<file path="src/include/hpc_pkg.sv">
// Purpose: Constants for the host port pin configuration block.
// Assumes: One 125 MHz clock, synchronous active-low reset.
// Notes: Core-side bank is six 24-bit words; host bank is eight bytes.
// Operation
// - After reset every shared pin comes up as general-purpose I/O.
// - Sixteen pins; any pin not used by the host port is a GPIO bit.
// - GPIO governed by control, pin data and pin direction registers only.
// - Mux bit 11 set: low address and data share eight pins, strobed.
// - Mux bit clear: chip select plus three address lines pick one of eight.
// - Pins 8-10,13: strobe/addr8/addr9/addr10, or addr 0,1,2 plus select, or GPIO.
// - Strobe pins: single strobe with read/write, or dual strobes, or GPIO.
// - Request pins: request plus acknowledge, or two requests, or GPIO.
// - Every active-low host pin has programmable polarity, low after reset.
// - Software and hardware reset clear core-side control registers.
// - Control bits 6..1 clear give GPIO; set give host functions.
// - GPIO direction bit 0 is input; 1 drives data register bit.
// - Host sees eight consecutive byte-wide locations.
// - Core sees six 24-bit registers.
// - Host reaches only host bank; core reaches only core bank.
// - Mixed 8, 16 and 24-bit transfers in both directions.
// - Host commands force a core interrupt.
// - Each host-directed interrupt source has its own request line; single-request mode ORs both onto pin 14.
// - Slave only; host starts every access.
// - Host writes load transmit registers; reads return receive registers.
package hpc_pkg;
    localparam int PINS = 16;
    localparam int WORD_W = 24;
    localparam int CORE_REGS = 6;
    // Core-side register indices
    localparam logic [2:0] CR_CTRL = 3'h0;   // core_side_control_reg
    localparam logic [2:0] CR_STAT = 3'h1;
    localparam logic [2:0] CR_PCTL = 3'h2;   // port_control_reg
    localparam logic [2:0] CR_DIR = 3'h3;    // pin_direction_reg
    localparam logic [2:0] CR_DATA = 3'h4;   // pin_data_reg
    localparam logic [2:0] CR_TXRX = 3'h5;   // core transmit / receive word
    // Port control fields
    localparam int PC_GPIO_LO = 1;
    localparam int PC_GPIO_HI = 6;
    localparam int PC_REQ_EN = 1;
    localparam int PC_ACK_EN = 2;
    localparam int PC_ADDR_EN = 3;
    localparam int PC_STRB_EN = 4;
    localparam int PC_SEL_EN = 5;
    localparam int PC_BUS_EN = 6;
    localparam int PC_DUAL_REQ = 7;
    localparam int PC_DUAL_STRB = 8;
    localparam int PC_POL_LO = 12;           // polarity bits 12..16
    localparam int PC_MUX = 11;              // addr_data_mux_select
    localparam int POL_N = 5;
    // Host-side byte addresses
    localparam logic [2:0] HA_CMD = 3'h1;
    localparam logic [2:0] HA_HIGH = 3'h5;
    localparam logic [2:0] HA_MID = 3'h6;
    localparam logic [2:0] HA_LOW = 3'h7;
    localparam logic [WORD_W-1:0] RESET_WORD = 24'h00_0000;
endpackage

</file>
<file path="src/design/hpc_top.sv">
// Purpose: Host port pin function select, GPIO and a small host byte bank.
// Assumes: Host pins are synchronous to ref_clk; no bus, plain ports.
// Notes: Polarity bits of 1 make a pin active high; reset value is 0.
`timescale 1ns/1ps
`default_nettype none
module hpc_top (
    input wire logic ref_clk,
    input wire logic rst_n,
    input wire logic core_wr,
    input wire logic core_rd,
    input wire logic [2:0] core_addr,
    input wire logic [23:0] core_wdata,
    output logic [23:0] core_rdata,
    output logic core_cmd_irq,
    input wire logic soft_reset,
    input wire logic [15:0] pin_in,
    output logic [15:0] pin_out,
    output logic [15:0] pin_oe
);
    logic [23:0] ctrl_q;
    logic [23:0] pctl_q;
    logic [15:0] dir_q;
    logic [15:0] data_q;
    logic [23:0] tx_q;      // host_rx_data_regs: core to host
    logic [23:0] rx_q;      // host_tx_data_regs: host to core
    logic rx_full_q;
    logic tx_full_q;
    logic cmd_q;
    logic [7:0] addr_lat_q;
    logic [15:0] pin_q;
    logic strobe_prev_q;
    logic [4:0] pol;
    logic hsel, rd_act, wr_act, strobe;
    logic [2:0] haddr;
    logic [7:0] hrdata;
    logic [15:0] func_en;

    assign pol = pctl_q[hpc_pkg::PC_POL_LO +: hpc_pkg::POL_N];
    assign hsel = pctl_q[hpc_pkg::PC_MUX] ? 1'b1 : (pin_in[13] ^ ~pol[0]);

    // Strobe decode; single or dual strobe
    always_comb begin
        if (pctl_q[hpc_pkg::PC_DUAL_STRB]) begin
            rd_act = pin_in[11] ^ ~pol[1];
            wr_act = pin_in[12] ^ ~pol[2];
        end else begin
            rd_act = (pin_in[12] ^ ~pol[2]) & pin_in[11];
            wr_act = (pin_in[12] ^ ~pol[2]) & ~pin_in[11];
        end
    end
    assign strobe = pctl_q[hpc_pkg::PC_STRB_EN] & hsel & (rd_act | wr_act);

    assign haddr = pctl_q[hpc_pkg::PC_MUX] ? addr_lat_q[2:0] : pin_in[10:8];

    // latch low address on the address strobe
    always_ff @(posedge ref_clk) begin
        if (!rst_n || soft_reset) begin
            addr_lat_q <= 8'h00;
        end else if (pctl_q[hpc_pkg::PC_MUX] && (pin_in[8] ^ ~pol[3])) begin
            addr_lat_q <= pin_in[7:0];
        end
    end

    // core-side control registers, cleared by both resets
    always_ff @(posedge ref_clk) begin
        if (!rst_n || soft_reset) begin
            ctrl_q <= hpc_pkg::RESET_WORD;
            pctl_q <= hpc_pkg::RESET_WORD;
            dir_q <= 16'h0000;
            data_q <= 16'h0000;
        end else if (core_wr) begin
            case (core_addr)
                hpc_pkg::CR_CTRL: ctrl_q <= core_wdata;
                hpc_pkg::CR_PCTL: pctl_q <= core_wdata;
                hpc_pkg::CR_DIR: dir_q <= core_wdata[15:0];
                hpc_pkg::CR_DATA: data_q <= core_wdata[15:0];
                default: ;
            endcase
        end
    end

    // Edge of the host strobe marks one access; host starts it
    always_ff @(posedge ref_clk) begin
        if (!rst_n) begin
            strobe_prev_q <= 1'b0;
        end else begin
            strobe_prev_q <= strobe;
        end
    end

    // byte-wide host bank, 24-bit word assembled
    always_ff @(posedge ref_clk) begin
        if (!rst_n || soft_reset) begin
            rx_q <= hpc_pkg::RESET_WORD;
            rx_full_q <= 1'b0;
            cmd_q <= 1'b0;
        end else begin
            if (strobe && !strobe_prev_q && wr_act) begin
                case (haddr)
                    hpc_pkg::HA_HIGH: rx_q[23:16] <= pin_in[7:0];
                    hpc_pkg::HA_MID: rx_q[15:8] <= pin_in[7:0];
                    hpc_pkg::HA_LOW: rx_q[7:0] <= pin_in[7:0];
                    default: ;
                endcase
                // Low byte completes any 8, 16 or 24-bit write
                if (haddr == hpc_pkg::HA_LOW) begin
                    rx_full_q <= 1'b1;
                end
                if (haddr == hpc_pkg::HA_CMD && pin_in[7]) begin
                    cmd_q <= 1'b1;
                end
            end else begin
                if (core_rd && core_addr == hpc_pkg::CR_TXRX) begin
                    rx_full_q <= 1'b0;
                end
                if (core_wr && core_addr == hpc_pkg::CR_STAT) begin
                    cmd_q <= 1'b0;
                end
            end
        end
    end
    assign core_cmd_irq = cmd_q;

    // Core to host word; host read of low byte empties it
    always_ff @(posedge ref_clk) begin
        if (!rst_n || soft_reset) begin
            tx_q <= hpc_pkg::RESET_WORD;
            tx_full_q <= 1'b0;
        end else if (core_wr && core_addr == hpc_pkg::CR_TXRX) begin
            // A fresh core word wins over a host read in the same cycle, so it is never lost
            tx_q <= core_wdata;
            tx_full_q <= 1'b1;
        end else if (strobe && !strobe_prev_q && rd_act && haddr == hpc_pkg::HA_LOW) begin
            tx_full_q <= 1'b0;
        end
    end

    // host read mux; host sees only these bytes
    always_comb begin
        case (haddr)
            hpc_pkg::HA_HIGH: hrdata = tx_q[23:16];
            hpc_pkg::HA_MID: hrdata = tx_q[15:8];
            hpc_pkg::HA_LOW: hrdata = tx_q[7:0];
            3'h2: hrdata = {6'h00, ~tx_full_q, tx_full_q};
            default: hrdata = 8'h00;
        endcase
    end

    // function enables, all zero after reset means GPIO
    always_comb begin
        func_en = 16'h0000;
        func_en[7:0] = {8{pctl_q[hpc_pkg::PC_BUS_EN]}};
        func_en[10:8] = {3{pctl_q[hpc_pkg::PC_ADDR_EN]}};
        func_en[12:11] = {2{pctl_q[hpc_pkg::PC_STRB_EN]}};
        func_en[13] = pctl_q[hpc_pkg::PC_SEL_EN];
        func_en[14] = pctl_q[hpc_pkg::PC_REQ_EN];
        func_en[15] = pctl_q[hpc_pkg::PC_ACK_EN];
    end

    always_ff @(posedge ref_clk) begin
        if (!rst_n) begin
            pin_out <= 16'h0000;
            pin_oe <= 16'h0000;
        end else begin
            for (int i = 0; i < hpc_pkg::PINS; i++) begin
                pin_out[i] <= data_q[i];
                pin_oe[i] <= dir_q[i];
                if (func_en[i]) begin
                    pin_oe[i] <= 1'b0;
                end
            end
            if (func_en[0] && strobe && rd_act) begin
                pin_out[7:0] <= hrdata;
                pin_oe[7:0] <= 8'hFF;
            end
            if (func_en[14]) begin
                pin_oe[14] <= 1'b1;
                pin_out[14] <= (pctl_q[hpc_pkg::PC_DUAL_REQ] ? ~rx_full_q
                               : (~rx_full_q | tx_full_q)) ^ ~pol[4];
            end
            if (func_en[15] && pctl_q[hpc_pkg::PC_DUAL_REQ]) begin
                pin_oe[15] <= 1'b1;
                pin_out[15] <= tx_full_q ^ ~pol[4];
            end
        end
    end

    // sampled pins for the GPIO data read
    always_ff @(posedge ref_clk) begin
        if (!rst_n) begin
            pin_q <= 16'h0000;
        end else begin
            pin_q <= pin_in;
        end
    end

    // Core read mux; GPIO view
    always_comb begin
        case (core_addr)
            hpc_pkg::CR_CTRL: core_rdata = ctrl_q;
            hpc_pkg::CR_STAT: core_rdata = {21'h0, cmd_q, ~tx_full_q, rx_full_q};
            hpc_pkg::CR_PCTL: core_rdata = pctl_q;
            hpc_pkg::CR_DIR: core_rdata = {8'h00, dir_q};
            hpc_pkg::CR_DATA: core_rdata = {8'h00, (dir_q & data_q) | (~dir_q & pin_q)};
            hpc_pkg::CR_TXRX: core_rdata = rx_q;
            default: core_rdata = 24'h00_0000;
        endcase
    end
endmodule // hpc_top
`default_nettype wire

</file>
<file path="config.mk">
export PLATFORM = sky130hd
export DESIGN_NAME = hpc_top
export DESIGN_NICKNAME = d
export VERILOG_FILES = /design/src/include/hpc_pkg.sv /design/src/design/hpc_top.sv
export SDC_FILE = /design/constraint.sdc
export NUM_CORES = 1
export LEC_CHECK = 0
export BUFFER_PORTS_ARGS = -buffer_cell sky130_fd_sc_hd__buf_4
export CORE_MARGIN = 2
export CORE_UTILIZATION = 50
export DETAILED_ROUTE_END_ITERATION = 6
export GPL_TIMING_DRIVEN = 0
export PLACE_DENSITY = 0.73
export SLEW_MARGIN = 20
export SYNTH_ARGS = -nofsm -noshare
export SYNTH_HDL_FRONTEND = slang
export SYNTH_SLANG_ARGS = --single-unit
export TNS_END_PERCENT = 30
</file>
<file path="constraint.sdc">
create_clock -name ref_clk -period 1.9 [get_ports ref_clk]
set_input_delay 0.19 -clock ref_clk [delete_from_list [all_inputs] [get_ports ref_clk]]
set_output_delay 0.19 -clock ref_clk [all_outputs]
set_load 0.02 [all_outputs]
</file>
==> impl_metrics.toml <==
[finish]
drive_above_1_share_pct = 18.2
syn2layout_area_growth_pct = 23.4
fin_util_pct = 63.3
antenna_cells = 0
n_fill_cell = 1297
final-seq-area_um2 = 3670
multi_input_area_um2 = 3520
finalNetCount = 1072

[timing]
worst_clock_skew_ns = 0.00505
tightest_slew_ns = 0.695
final_hold_viol_count = 0
final-max-slew-violation-count = 0
setup_ws_ns = 0.0311
max-slew-margin-rel_pct = 53.6
post-route-period-util_pct = 98.4
grt_setup_unrepaired = "yes"
post-route-min-period_ns = 1.87
setup_violations = 0
max_freq_mhz = 535

[synthesis]
synthSimpleGateAreaFrac_pct = 21.8
ys.flop_type = "dfxtp_1"
yosys.area.top_type = "dfxtp_1"
synthAdderAreaFrac_pct = 0
seq_area_frac_synth_pct = 49.2
ys_types = 54
synth_nets = 940
syn_avg_cell_area_um2 = 8.35
synthMuxAreaShare_pct = 5.12
postSynthCellCount = 892
ys_ff_latch = 183
synth_top_family_by_area = "simple AND/OR/NAND/NOR gates"
async_reset_ff_share_pct = 0
ys_warn_count = 0
synth-xor-area-share_pct = 0.705
synth_top_area_share_pct = 49.2
synth_compound_area_share_pct = 18.9
synth_edf_count = 0
syn_area_um2 = 7450
yosys-top-cells-area = "dfxtp_1, nand2_1, a21oi_1"

[routing]
highest_layer = "met4"
routedWlPerCell_um = 20.0
wirelength_mm = 24.4
vias_per_cell = 5.73
drt-met1-wl_mm = 10.2
drt-pass1-iter-count = 6
drcViolationCount = 0
drt-initial-drc-count = 823
wl_met2_mm = 10.7
ant_nets = 0
met3_length_mm = 2.24
vias = 6987

[grt]
antenna_found_initial = 0
grt_usage_pct = 30.5
grt_max_degree = 17
grt_overflow = 0
grt_pass1_wl_mm = 36.7
grt_pass1_vias = 6474

[hold_path]
hold_depth = 2
hp-class = "input pin to flip-flop"

[floorplan]
dieArea_um2 = 15900
initial_core_util_pct = 51.3
ios = 105
row_count = 44
fp.dieW_um = 126
coreArea_um2 = 14500
die_h_um = 126

[pwr]
power.density_nw_per_um2 = 854
vdd_ir_drop_max_uv = 598
cellLeakagePower_nw = 3.42

[setup_path]
reg2regPathDepth = 7
crit_path_start_kind = "flip-flop"
path_class = "flip-flop to flip-flop"
r2r_setup_slack_ns = 0.03
cp_data_arrival_time_ns = 2.19
critPathMaxFanout = 10
critPathCaptureType = "flip-flop"
worstPathRequired_ns = 2.22

[placement]
gp_congestion = 0.983
io_buffers = 103
place_ws_ns = -0.253
dpl.hpwl_mm = 17.7

[clock_tree]
cts-htree-levels = 4
insertion_delay_ns = 0.44
cts.sinks = 183
cts_tree = "done"
clock_path_buffers = 2
post_cts_buffers = 0
path_clk_slew_ns = 0.06
cts-buffers-inserted = 17
clockRootBuffer = "clkbuf_16"

[run]
cap_violations = 0

[outcome]
status = "finished clean"
## report_power, final
part | internal (mW) | switching [mW] | total [mW]
logic | 0.212 | 0.395 | 0.607
registers | 3.87 | 0.0219 | 3.90
clock network | 1.87 | 1.48 | 3.34
total | 5.95 | 1.89 | 7.85
## synthesized netlist by cell type (12+ instances only)
cell type / n
clkbuf_1: 42
o21ai_0: 48
and2_1: 33
nand2b_1: 12
a22oi_1: 26
mux2i_1: 21
nand3_1: 29
dfxtp_1: 183
nand2_1: 251
buf_2: 18
a21oi_1: 112
## worst paths after layout
path | start | end
max reg2reg | pctl_q[11] | rx_q[20]
min | pin_in[9] | pin_q[9]
max | pctl_q[11] | rx_q[20]
min reg2reg | ctrl_q[0] | ctrl_q[0]
## registers in the layout, summed over array words and instances, names as in the netlist, 24 cells and up
name / count
pctl_q: 24
ctrl_q: 24
tx_q: 24
rx_q: 24
## metrics by stage
step	instance area, um2	hold slack, ns	cells	power [mW]	TNS, ns
6_report	9190	0.0110	1220	7.85	0
5_1_grt	9190	0.00466	1220	8.05	-0.105
4_1_cts	9130	0.0000454	1220	7.83	0
3_5_place_dp	8460	0.409	1179	4.54	-2.25
3_3_place_gp	8460	0.402	1179	4.54	-1.10
2_1_floorplan	7450	0.312	892	4.26	0
## cell families (layout without fill, tap and decap cells)
group	Yosys count	after routing
and+or+nand+nor	358	358
AOI/OAI and AO/OA	237	237
DFF	183	183
buffers and inverters	74	218
muxes	34	34
xor gates and xnor gates	6	6
## layout make-up
| class | count | area share (%) |
|---|---|---|
| plain buffers | 65 | 3.35 |
| clock buffers | 24 | 5.57 |
| clock inverters | 7 | 0.476 |
| inverters | 8 | 0.327 |
| multi-input cells | 635 | 38.3 |
| flip-flops and latches | 183 | 39.9 |
| well taps | 184 | 2.50 |
| repair buffers | 114 | 9.61 |
## routing by layer
layer	global-route usage [%]	vias up
met4	17.6	0
met3	6.50	80
met5	0	-
li1	-	3298
met2	46.4	366
met1	40.3	3243
## repair_timing
item	4_1_cts	5_1_grt
hold buffers	11	0
resized for setup	10	19
endpoints found under the setup margin	26	43
hold endpoints to repair	11	0
pin swaps	0	1
gates cloned	0	0
## critical path, stage by stage, from the launching register on
cell and delay, ns:
dfxtp_1 0.41, buf_6 0.20, mux2i_2 0.35, buf_6 0.21, nand4_4 0.18, buf_4 0.24, nand3_1 0.08, o21ai_0 0.09
## placed cells by master, fill, tap and decap left out, types with 4 or more instances in the layout
| master | synthesis | final |
|---|---|---|
| nand2_1 | 251 | 251 |
| dfxtp_1 | 183 | 181 |
| a21oi_1 | 112 | 112 |
| buf_4 | 1 | 104 |
| o21ai_0 | 48 | 46 |
| clkbuf_1 | 42 | 35 |
| and2_1 | 33 | 32 |
| nand3_1 | 29 | 29 |
| a22oi_1 | 26 | 25 |
| mux2i_1 | 21 | 20 |
| buf_2 | 18 | 17 |
| clkbuf_16 | 0 | 17 |
| nand2b_1 | 12 | 12 |
| dlygate4sd3_1 | 0 | 11 |
| mux2_2 | 10 | 10 |
| o221ai_1 | 10 | 9 |
| a22o_1 | 9 | 9 |
| nor2_1 | 8 | 8 |
| inv_1 | 8 | 8 |
| a21boi_0 | 7 | 7 |
| o21ai_1 | 4 | 6 |
| clkbuf_8 | 0 | 6 |
| nor2b_1 | 5 | 5 |
| and3_1 | 5 | 5 |
| clkbuf_2 | 0 | 4 |
| clkinv_2 | 0 | 4 |
Power figures use the tool's default switching activity.
